**src/logic/dol_pkg.sv**
```systemverilog
// constants for the debug os lock and vm id breakpoint match block
`default_nettype none
package dol_pkg;
  localparam int ADDR_W = 12;
  localparam logic [11:0] OFF_BKPT_VMID0 = 12'h000;
  localparam logic [11:0] OFF_BKPT_VMID1 = 12'h004;
  localparam logic [11:0] OFF_LOCK_KEY = 12'h010;
  localparam logic [11:0] OFF_LOCK_STATE = 12'h014;
  localparam logic [11:0] OFF_DEBUG_ID = 12'h018;
  localparam logic [11:0] OFF_DEBUG_CTRL = 12'h01C;
  localparam logic [31:0] LOCK_KEY = 32'hC5ACCE55;
  localparam int BKPT_PAIRS = 2;
  localparam int VIRTUAL_MACHINE_IDENTIFIER_W = 8;
  localparam int LSR_LOCK_BIT = 1;
  localparam int LSR_NTT_BIT = 2;
  localparam int LSR_LM0_BIT = 0;
  localparam int LSR_LM1_BIT = 3;
  localparam logic [1:0] LOCK_MODEL = 2'h2;
  localparam int DIDR_CTX_LSB = 20;
  localparam logic [3:0] DIDR_CTX_CMP = 4'h1;
  localparam logic LOCK_RESET = 1'b1;
  localparam int CTRL_BKPT_EN_LSB = 0;
  localparam int CTRL_ACCESS_GATE_BIT = 4;
  localparam logic [1:0] RESP_OKAY = 2'h0;
  localparam logic [1:0] RESP_SLVERR = 2'h2;
  localparam logic [1:0] RESP_DECERR = 2'h3;
endpackage : dol_pkg
`default_nettype wire

```
**src/logic/dol_virtual_machine_identifier_cmp.sv**
```systemverilog
// one breakpoint pair compare stage for vm id matching
`timescale 1ns/10ps
`default_nettype none
module dol_virtual_machine_identifier_cmp #(
  parameter int VIRTUAL_MACHINE_IDENTIFIER_W = 8
) (
  // clocking
  input wire logic sys_clk,
  input wire logic sys_rst,
  input wire logic clk_en,
  // compare inputs
  input wire logic enable,
  input wire logic addr_match,
  input wire logic [VIRTUAL_MACHINE_IDENTIFIER_W-1:0] stored_virtual_machine_identifier,
  input wire logic [VIRTUAL_MACHINE_IDENTIFIER_W-1:0] current_virtual_machine_identifier,
  input wire logic commit,
  input wire logic suppress,
  // result
  output logic event_out
);
  wire hit;
  // event only at commit, never while the lock suppresses it
  assign hit = enable && addr_match && commit && !suppress
    && (stored_virtual_machine_identifier == current_virtual_machine_identifier);

  always_ff @(posedge sys_clk)
  begin
    if (sys_rst)
      event_out <= 1'b0;
    else if (clk_en)
      event_out <= hit;
  end
endmodule // dol_virtual_machine_identifier_cmp
`default_nettype wire

```
**src/logic/dol_top.sv**
```systemverilog
// debug os lock and per-breakpoint vm id match registers, axi4-lite slave
// Contract
// each vm id value register n joins control and value register n to form breakpoint n.
// two breakpoint pairs support vm id matching, reported in the context comparator field.
// bits 7:0 hold the vm id compared to the current one, upper bits read zero.
// a breakpoint event fires only when a matching instruction commits.
// writing the key word sets the os lock.
// writing any other value clears the os lock.
// while locked, software debug events are suppressed.
// status bit 1 shows the lock state.
// reset sets the lock.
// while locked, access to the debug registers is restricted.
// lock model field in status bits 3 and 0 reads binary 10.
// status bit 2 reads zero, key must be a full 32-bit write.
// lock model field would read zero without the save/restore scheme.
// the lock key register reads zero.
`timescale 1ns/10ps
`default_nettype none
module dol_top #(
  parameter int PAIRS = dol_pkg::BKPT_PAIRS,
  parameter int VIRTUAL_MACHINE_IDENTIFIER_W = dol_pkg::VIRTUAL_MACHINE_IDENTIFIER_W,
  parameter bit LOCK_MODEL_PRESENT = 1'b1
) (
  // clocking
  input wire logic sys_clk,
  input wire logic sys_rst,
  input wire logic clk_en,
  // axi4-lite write address
  input wire logic [dol_pkg::ADDR_W-1:0] s_axi_awaddr,
  input wire logic s_axi_awvalid,
  output logic s_axi_awready,
  // axi4-lite write data
  input wire logic [31:0] s_axi_wdata,
  input wire logic [3:0] s_axi_wstrb,
  input wire logic s_axi_wvalid,
  output logic s_axi_wready,
  // axi4-lite write response
  output logic [1:0] s_axi_bresp,
  output logic s_axi_bvalid,
  input wire logic s_axi_bready,
  // axi4-lite read
  input wire logic [dol_pkg::ADDR_W-1:0] s_axi_araddr,
  input wire logic s_axi_arvalid,
  output logic s_axi_arready,
  output logic [31:0] s_axi_rdata,
  output logic [1:0] s_axi_rresp,
  output logic s_axi_rvalid,
  input wire logic s_axi_rready,
  // core side
  input wire logic [PAIRS-1:0] bkpt_addr_match,
  input wire logic [VIRTUAL_MACHINE_IDENTIFIER_W-1:0] current_virtual_machine_identifier,
  input wire logic instr_commit,
  // results
  output logic [PAIRS-1:0] bkpt_event,
  output logic os_lock
);
  logic [VIRTUAL_MACHINE_IDENTIFIER_W-1:0] virtual_machine_identifier_val [PAIRS];
  logic [PAIRS-1:0] bkpt_en;
  logic access_gate;
  logic aw_held;
  logic w_held;
  logic [dol_pkg::ADDR_W-1:0] aw_addr;
  logic [31:0] w_data;
  logic [3:0] w_strb;

  // address decode helper, used by both channels
  function automatic logic [3:0] dec(input logic [dol_pkg::ADDR_W-1:0] a);
    logic [3:0] r;
    r = 4'h0;
    case ({a[dol_pkg::ADDR_W-1:2], 2'b00})
      dol_pkg::OFF_BKPT_VMID0: r = 4'h1;
      dol_pkg::OFF_BKPT_VMID1: r = 4'h2;
      dol_pkg::OFF_LOCK_KEY: r = 4'h3;
      dol_pkg::OFF_LOCK_STATE: r = 4'h4;
      dol_pkg::OFF_DEBUG_ID: r = 4'h5;
      dol_pkg::OFF_DEBUG_CTRL: r = 4'h6;
      default: r = 4'h0;
    endcase
    return r;
  endfunction

  // write channel: both halves captured in any order, then one response
  wire wr_go = aw_held && w_held && !s_axi_bvalid;
  wire [3:0] wsel = dec(aw_addr);
  wire full_word = (w_strb == 4'hF);
  wire bkpt_sel = (wsel == 4'h1) || (wsel == 4'h2);
  wire bkpt_idx = (wsel == 4'h2);
  // breakpoint registers refused while locked and the gate is on
  wire bkpt_blocked = os_lock && access_gate;
  wire wr_bkpt = wr_go && bkpt_sel && !bkpt_blocked;
  // partial writes to the key register are refused, no lock change
  wire wr_key = wr_go && (wsel == 4'h3) && full_word;
  wire wr_ctrl = wr_go && (wsel == 4'h6);
  wire wr_err = wr_go && (wsel == 4'h0);
  wire wr_slv = wr_go && ((bkpt_sel && bkpt_blocked) || ((wsel == 4'h3) && !full_word)
    || (wsel == 4'h4) || (wsel == 4'h5));
  wire next_lock = (w_data == dol_pkg::LOCK_KEY);

  assign s_axi_awready = !aw_held;
  assign s_axi_wready = !w_held;

  always_ff @(posedge sys_clk)
  begin
    if (sys_rst)
    begin
      aw_held <= 1'b0;
      w_held <= 1'b0;
      aw_addr <= '0;
      w_data <= 32'h0;
      w_strb <= 4'h0;
      s_axi_bvalid <= 1'b0;
      s_axi_bresp <= dol_pkg::RESP_OKAY;
    end
    else if (clk_en)
    begin
      if (s_axi_awvalid && !aw_held)
      begin
        aw_held <= 1'b1;
        aw_addr <= s_axi_awaddr;
      end
      if (s_axi_wvalid && !w_held)
      begin
        w_held <= 1'b1;
        w_data <= s_axi_wdata;
        w_strb <= s_axi_wstrb;
      end
      if (wr_go)
      begin
        aw_held <= 1'b0;
        w_held <= 1'b0;
        s_axi_bvalid <= 1'b1;
        s_axi_bresp <= wr_err ? dol_pkg::RESP_DECERR
          : (wr_slv ? dol_pkg::RESP_SLVERR : dol_pkg::RESP_OKAY);
      end
      else if (s_axi_bvalid && s_axi_bready)
        s_axi_bvalid <= 1'b0;
    end
  end

  // lock state, set at reset
  always_ff @(posedge sys_clk)
  begin
    if (sys_rst)
      os_lock <= dol_pkg::LOCK_RESET;
    else if (clk_en && wr_key)
      os_lock <= next_lock;
  end

  // breakpoint vm id values and control
  always_ff @(posedge sys_clk)
  begin
    if (sys_rst)
    begin
      for (int i = 0; i < PAIRS; i++)
        virtual_machine_identifier_val[i] <= '0;
      bkpt_en <= '0;
      access_gate <= 1'b1;
    end
    else if (clk_en)
    begin
      if (wr_bkpt && w_strb[0])
        virtual_machine_identifier_val[bkpt_idx] <= w_data[VIRTUAL_MACHINE_IDENTIFIER_W-1:0];
      if (wr_ctrl && w_strb[0])
      begin
        bkpt_en <= w_data[dol_pkg::CTRL_BKPT_EN_LSB +: PAIRS];
        access_gate <= w_data[dol_pkg::CTRL_ACCESS_GATE_BIT];
      end
    end
  end

  // read side
  wire [3:0] rsel = dec(s_axi_araddr);
  wire [1:0] lock_model = LOCK_MODEL_PRESENT ? dol_pkg::LOCK_MODEL : 2'h0;
  logic [31:0] lsr_word;
  logic [31:0] rd_word;
  always_comb
  begin
    lsr_word = 32'h0;
    lsr_word[dol_pkg::LSR_LM1_BIT] = lock_model[1];
    lsr_word[dol_pkg::LSR_LM0_BIT] = lock_model[0];
    lsr_word[dol_pkg::LSR_NTT_BIT] = 1'b0;
    lsr_word[dol_pkg::LSR_LOCK_BIT] = os_lock;
  end
  always_comb
  begin
    rd_word = 32'h0;
    case (rsel)
      4'h1: rd_word = {{(32-VIRTUAL_MACHINE_IDENTIFIER_W){1'b0}}, virtual_machine_identifier_val[0]};
      4'h2: rd_word = {{(32-VIRTUAL_MACHINE_IDENTIFIER_W){1'b0}}, virtual_machine_identifier_val[1]};
      4'h3: rd_word = 32'h0;
      4'h4: rd_word = lsr_word;
      4'h5: rd_word[dol_pkg::DIDR_CTX_LSB +: 4] = dol_pkg::DIDR_CTX_CMP;
      4'h6: rd_word = {27'h0, access_gate, 2'h0, bkpt_en};
      default: rd_word = 32'h0;
    endcase
  end
  wire rd_blocked = ((rsel == 4'h1) || (rsel == 4'h2)) && bkpt_blocked;

  assign s_axi_arready = !s_axi_rvalid;
  always_ff @(posedge sys_clk)
  begin
    if (sys_rst)
    begin
      s_axi_rvalid <= 1'b0;
      s_axi_rdata <= 32'h0;
      s_axi_rresp <= dol_pkg::RESP_OKAY;
    end
    else if (clk_en)
    begin
      if (s_axi_arvalid && !s_axi_rvalid)
      begin
        s_axi_rvalid <= 1'b1;
        s_axi_rdata <= rd_blocked ? 32'h0 : rd_word;
        s_axi_rresp <= (rsel == 4'h0) ? dol_pkg::RESP_DECERR
          : (rd_blocked ? dol_pkg::RESP_SLVERR : dol_pkg::RESP_OKAY);
      end
      else if (s_axi_rready)
        s_axi_rvalid <= 1'b0;
    end
  end

  // one compare stage per pair
  for (genvar g = 0; g < PAIRS; g++)
  begin : g_pair
    dol_virtual_machine_identifier_cmp #(.VIRTUAL_MACHINE_IDENTIFIER_W(VIRTUAL_MACHINE_IDENTIFIER_W)) u_cmp (
      .sys_clk(sys_clk),
      .sys_rst(sys_rst),
      .clk_en(clk_en),
      .enable(bkpt_en[g]),
      .addr_match(bkpt_addr_match[g]),
      .stored_virtual_machine_identifier(virtual_machine_identifier_val[g]),
      .current_virtual_machine_identifier(current_virtual_machine_identifier),
      .commit(instr_commit),
      .suppress(os_lock),
      .event_out(bkpt_event[g])
    );
  end

  // checks
  property p_key_sets;
    @(posedge sys_clk) disable iff (sys_rst)
    (clk_en && wr_key && w_data == dol_pkg::LOCK_KEY) |=> os_lock;
  endproperty
  a_key_sets: assert property (p_key_sets) else $error("key write did not lock");

  property p_other_clears;
    @(posedge sys_clk) disable iff (sys_rst)
    (clk_en && wr_key && w_data != dol_pkg::LOCK_KEY) |=> !os_lock;
  endproperty
  a_other_clears: assert property (p_other_clears) else $error("lock not cleared");

  property p_suppress;
    @(posedge sys_clk) disable iff (sys_rst)
    ($past(os_lock) && $past(clk_en)) |-> (bkpt_event == '0);
  endproperty
  a_suppress: assert property (p_suppress) else $error("event while locked");

  property p_commit;
    @(posedge sys_clk) disable iff (sys_rst)
    (bkpt_event != '0) |-> $past(instr_commit);
  endproperty
  a_commit: assert property (p_commit) else $error("event without commit");

  property p_status;
    @(posedge sys_clk) disable iff (sys_rst)
    (s_axi_arvalid && s_axi_arready && clk_en && rsel == 4'h4) |=>
      (s_axi_rdata[3:0] == {lock_model[1], 1'b0, $past(os_lock), lock_model[0]});
  endproperty
  a_status: assert property (p_status) else $error("lock status word wrong");

  property p_reset_lock;
    @(posedge sys_clk) $fell(sys_rst) |-> os_lock;
  endproperty
  a_reset_lock: assert property (p_reset_lock) else $error("not locked after reset");

  property p_key_reads_zero;
    @(posedge sys_clk) disable iff (sys_rst)
    (s_axi_arvalid && s_axi_arready && clk_en && rsel == 4'h3) |=> (s_axi_rdata == 32'h0);
  endproperty
  a_key_reads_zero: assert property (p_key_reads_zero) else $error("key read not zero");

  property p_blocked;
    @(posedge sys_clk) disable iff (sys_rst)
    (clk_en && wr_go && bkpt_sel && bkpt_blocked) |=> $stable(virtual_machine_identifier_val[0]) && $stable(virtual_machine_identifier_val[1]);
  endproperty
  a_blocked: assert property (p_blocked) else $error("locked write changed value");

  property p_partial_key;
    @(posedge sys_clk) disable iff (sys_rst)
    (clk_en && wr_go && wsel == 4'h3 && !full_word) |=> $stable(os_lock);
  endproperty
  a_partial_key: assert property (p_partial_key) else $error("partial key write acted");

  c_lock: cover property (@(posedge sys_clk) disable iff (sys_rst) $rose(os_lock));
  c_unlock: cover property (@(posedge sys_clk) disable iff (sys_rst) $fell(os_lock));
  c_event: cover property (@(posedge sys_clk) disable iff (sys_rst) bkpt_event[1]);
endmodule // dol_top
`default_nettype wire

```
**config.mk**
```make
export PLATFORM = sky130hd
export DESIGN_NAME = dol_top
export DESIGN_NICKNAME = d
export VERILOG_FILES = /design/src/logic/dol_pkg.sv /design/src/logic/dol_virtual_machine_identifier_cmp.sv /design/src/logic/dol_top.sv
export SDC_FILE = /design/constraint.sdc
export NUM_CORES = 1
export LEC_CHECK = 0
export BUFFER_PORTS_ARGS = -buffer_cell sky130_fd_sc_hd__buf_2
export CAP_MARGIN = 20
export CORE_UTILIZATION = 39
export CTS_CLUSTER_DIAMETER = 120
export DETAILED_ROUTE_END_ITERATION = 7
export GPL_ROUTABILITY_DRIVEN = 0
export PLACE_DENSITY_LB_ADDON = 0.25
export SLEW_MARGIN = 20
export SYNTH_ARGS = -nofsm -noshare
export SYNTH_HDL_FRONTEND = slang
export SYNTH_SLANG_ARGS = --single-unit
```
**constraint.sdc**
```tcl
create_clock -name sys_clk -period 3.39 [get_ports sys_clk]
set_input_delay 0.339 -clock sys_clk [delete_from_list [all_inputs] [get_ports sys_clk]]
set_output_delay 0.339 -clock sys_clk [all_outputs]
set_load 0.01 [all_outputs]
```
* Word level (Yosys, flattened, before mapping)
Memories as Yosys holds them, arrays and structs flattened.
Index checks and enable logic that the tools add are counted.
** Word-level totals
- Output and inout bits :: 44
- Bits in latches :: 0
- Register bits :: 94
- Input port bits :: 79
- ROM bits :: 0
- Memories :: 1
- Word-level logic and storage cells :: 125
- Memory bits (writable) :: 16
** Memories
- virtual_machine_identifier_val :: words 2, bits a word 8, read ports 2, clocked after Yosys merged registers in 0, wr ports 2, RTL line dol_top.sv:57 : logic [VIRTUAL_MACHINE_IDENTIFIER_W-1:0] virtual_machine_identifier_val [PAIRS];
** Cells by class
- Divide/modulo/power cells :: 0
- $mul :: 0
- Equal/unequal tests :: 25
- Muxes and demuxes :: 26
- Reduce and logical (&&, ||, !) cells :: 58
- Add/subtract/negate cells :: 0
- Bitwise logic cells :: 0
- Magnitude comparators :: 0
- Shifts and indexed selects :: 0
** Operators by type and width (number)
- 10-bit by 3-bit equality test with 1-bit output (second input constant) :: 8
- 3-bit one-hot mux with 6 select lines :: 2
- 32-bit equality test (second input constant) :: 1
- 8-bit one-hot mux with 4 select lines :: 1
- 1-bit logical AND :: 28
- 4-bit by 3-bit equality test with 1-bit output (second input constant) :: 6
- 24-bit two-way mux :: 1
- 10-bit by 1-bit equality test with 1-bit output (second input constant) :: 2
- 10-bit logical NOT :: 2
- 2-bit AND reduction :: 9
- 1-bit two-way mux :: 17
- 8-bit equality test :: 2
- 4-bit by 2-bit equality test with 1-bit output (second input constant) :: 3
- 4-bit by 1-bit equality test with 1-bit output (second input constant) :: 2
- 4-bit logical NOT :: 2
- 2-bit two-way mux :: 4
- 8-bit two-way mux :: 1
- 2-bit nonzero test :: 4
- 8-bit OR reduction :: 1
- 1-bit logical NOT :: 7
- 1-bit logical OR :: 5
- 4-bit equality test (second input constant) :: 1

* Longest topological paths before layout
- Word-level depth :: 13
- Gate-level depth with buffers :: 6
- Depth with buffers taken out :: 4

* Modules after synthesis
From an unflattened synthesis, not the netlist that was laid out.
** Unflattened totals
- Cell total of the unflattened synthesis :: 430
- Area, all modules :: 3773.6 µm²
** By module, submodules not included
- dol_top :: cells an instance 396, sequential area each 1821.7 µm², area an instance 3513.4 µm², instances 1
- dol_virtual_machine_identifier_cmp :: cells an instance 17, sequential area each 20.0 µm², area an instance 130.1 µm², instances 2

* Least setup slack after synthesis
Ideal clock, no wire load.
- Kind :: flip-flop to flip-flop
- Start :: reg s_axi_bvalid
- End :: mem virtual_machine_identifier_val[1][0] (enable)
- Data required time :: 3.081 ns
- Library setup time :: 0.309 ns
- Path buffers :: 1
- Period minus slack after synthesis :: 1.796 ns
- Path slack :: 1.594 ns
- Stages on the path, launching flop included :: 6
- Arrival time :: 1.486 ns
- Cell sequence :: dfxtp_1 > and4b_1 > buf_2 > nand4_2 > nor4b_4 > or2_2
** RTL lines
- start, declared :: RTL line dol_top.sv:39 : output logic s_axi_bvalid,
- start signal, assigned :: RTL line dol_top.sv:111 : s_axi_bvalid <= 1'b0;
- start signal, assigned :: RTL line dol_top.sv:131 : s_axi_bvalid <= 1'b1;
- start signal, assigned :: RTL line dol_top.sv:136 : s_axi_bvalid <= 1'b0;
- end, declared :: RTL line dol_top.sv:57

==> qor.yml <==
run_status:
  status: "finished, final reports clean"
pwr:
  vdd_drop_max_v: 0.000266
  p_leak_nw: 1.80
  p_per_area_nw_per_um2: 448
timing:
  min_period_over_period: 0.630
  slew_headroom: 0.560
  fmax_mhz: 468
  fin_ws_ns: 1.25
  min_period_ns: 2.14
  slew_violations: 0
  final-setup-viol-count: 0
  hold_viol_final: 0
  rsz0062_at_grt: "false"
  finClkSkew_ns: 0.00707
  final.setup.tns_ns: 0
  tightest_slew_ns: 0.660
cts:
  htreeDepth: 3
  clockBufferDepth: 2
  post_cts_buffers: 0
  cts_tree: "yes"
  ctsHoldBuffers: 0
  numCtsBuffers: 9
  insertion_delay_ns: 0.35
  ctsResizeCount: 0
  clkSinkCount: 85
  root_buffer: "clkbuf_8"
  clkTransAtPathRegs_ns: 0.09
synth:
  synth.avg_cell_area_sq_um: 8.84
  yosysTopAreaCell: "dfxtp_1"
  synthTopCellsByArea: "dfxtp_1 36%, edfxtp_1 13%, nand2_1 10%"
  netlist_area_sq_um: 3830
  synth_seq_area_share: 0.486
  synth-edff-count: 16
  synth-async-reset-ratio: 0
  synth_top_area_share: 0.361
  yosys.cell_types.count: 49
  yosysWarnings: 0
  synthFlopType: "dfxtp_1"
  ys_ff_latch: 85
  synthesis.instances: 433
setup_path:
  rr_startpoint: "aw_addr[6]$_SDFFE_PP0P_"
  crit_required_ns: 3.44
  worstSetupPathType: "flop to flop"
  critPathMaxFanout: 9
  crit_path_end_kind: "flop"
  start_kind: "flop"
  crit_start: "aw_addr[6]$_SDFFE_PP0P_"
  r2r_setup_slack_ns: 1.25
  cp_data_arrival_time_ns: 2.19
die:
  die_x_um: 101
  die_h_um: 101
  die_area_sq_um: 10200
  core_sq_um: 9370
  rows: 35
  start_util: 0.409
  pin_count: 123
detailed_routing:
  dr.pass1.iters: 4
  via_per_inst: 4.74
  drc: 0
  routed_wl_mm: 8.12
  wl_per_cell_um: 12.4
  first_iter_violations: 115
  vias: 3102
  antenna_left: 0
place:
  place_inst: 638
  placed_area_sq_um: 4310
  dp_hpwl_mm: 6.12
  dp_slack_ns: 1.10
  portBuffers: 95
global_routing:
  grt_usage: 0.176
  overflow: 0
  grt_start_max_net_pins: 66
  grt_pass1_vias: 3004
  grt_pass1_wl_mm: 13.8
  antenna_found_initial: 0
layout:
  num-nets-final: 599
  diodes: 0
  fillers: 983
  syn2layout_area_growth_pct: 17.8
  final_common_cell: "nand2_1"
  drive_gt1_frac: 0.246
  final_cell_area_sq_um: 4510
  layout_common_cells: "106 x nand2_1, 95 x buf_2, 69 x dfxtp_1"
  layout.cells.non_filler: 654
hold_path:
  hp-class: "input port to flop"
  min_from: "s_axi_wdata[27]"
job:
  cap_violations: 0
==> critical path: stages, from the launching register on <==
cell,delay (ns)
dfxtp_1,0.33
nor4_1,0.48
nand4_2,0.29
nor4b_4,0.43
or2_2,0.30
==> final cells by class <==
class / instances / area [sq um] / share of cell area
inverters: 3 / 11.3 / 0.00250
repair buffers: 98 / 498 / 0.110
clock buffers: 11 / 141 / 0.0314
well taps: 129 / 161 / 0.0358
clock inverters: 5 / 58.8 / 0.0130
multi-input cells: 323 / 1780 / 0.394
flip-flops and latches: 85 / 1860 / 0.413
==> cells in the mapped netlist, types with 3 or more instances <==
| cell | number |
|---|---|
| o21ai_0 | 12 |
| nor2_1 | 13 |
| nor4_1 | 4 |
| clkbuf_1 | 15 |
| and3_1 | 3 |
| a21oi_1 | 56 |
| nand3_1 | 6 |
| dfxtp_1 | 69 |
| xnor2_1 | 12 |
| or2_2 | 3 |
| inv_1 | 3 |
| buf_4 | 25 |
| a211oi_1 | 4 |
| nand4_1 | 9 |
| and2_1 | 17 |
| nand2_1 | 106 |
| edfxtp_1 | 16 |
| a22o_1 | 4 |
| nand2b_1 | 4 |
| mux2i_1 | 6 |
| xor2_1 | 4 |
| nor3_1 | 5 |
| nor4bb_1 | 3 |
==> per-stage QoR <==
| step | total power [mW] | hold slack [ns] | utilization |
|---|---|---|---|
| 2_1_floorplan | 1.25 | 0.426 | - |
| 3_3_place_gp | 1.31 | 0.433 | 0.460 |
| 3_5_place_dp | 1.32 | 0.437 | 0.460 |
| 4_1_cts | 2.04 | 0.196 | 0.481 |
| 5_1_grt | 2.12 | 0.183 | 0.481 |
| 6_report | 2.02 | 0.213 | 0.481 |
==> worst paths after layout <==
check                                                  endpoint  cells past startpoint
max          virtual_machine_identifier_val[1][3]$_SDFFCE_PN0P_                      4
max reg2reg  virtual_machine_identifier_val[1][3]$_SDFFCE_PN0P_                      4
min reg2reg                             w_data[24]$_SDFFE_PP0P_                      2
min                                     w_data[27]$_SDFFE_PP0P_                      3
==> layer usage <==
metal	GRT usage	wire length, um	up-vias
met5	0	0	-
met4	0.0814	174	0
met3	0.0444	548	14
met2	0.275	3640	101
met1	0.227	3760	1372
li1	-	-	1615
==> report_power, final <==
part           switching [mW]  internal (mW)
combinational           0.115         0.0857
sequential             0.0274           1.06
clock                   0.366          0.362
total                   0.509           1.51
==> cell families (layout without fill, tap and decap cells) <==
kind of cell | Yosys count | count (layout) | synth area share
and+or+nand+nor | 192 | 192 | 0.261
AOI/OAI and AO/OA | 85 | 85 | 0.125
DFF | 85 | 85 | 0.486
buffers and inverters | 47 | 117 | 0.0712
xor gates and xnor gates | 16 | 16 | 0.0366
muxes | 7 | 7 | 0.0186
other | 1 | 23 | 0.000979
==> flip-flops by register name (all words and copies together), names as in the netlist <==
| name | count |
|---|---|
| w_data | 32 |
| virtual_machine_identifier_val | 16 |
| aw_addr | 10 |
| s_axi_rdata | 9 |
| w_strb | 4 |
| bkpt_en | 2 |
| g_pair.u_cmp.event_out | 2 |
| s_axi_bresp | 2 |
| s_axi_rresp | 2 |
| access_gate | 1 |
| aw_held | 1 |
| os_lock | 1 |
| s_axi_bvalid | 1 |
| s_axi_rvalid | 1 |
| w_held | 1 |
(Power assumes the default switching activity.)
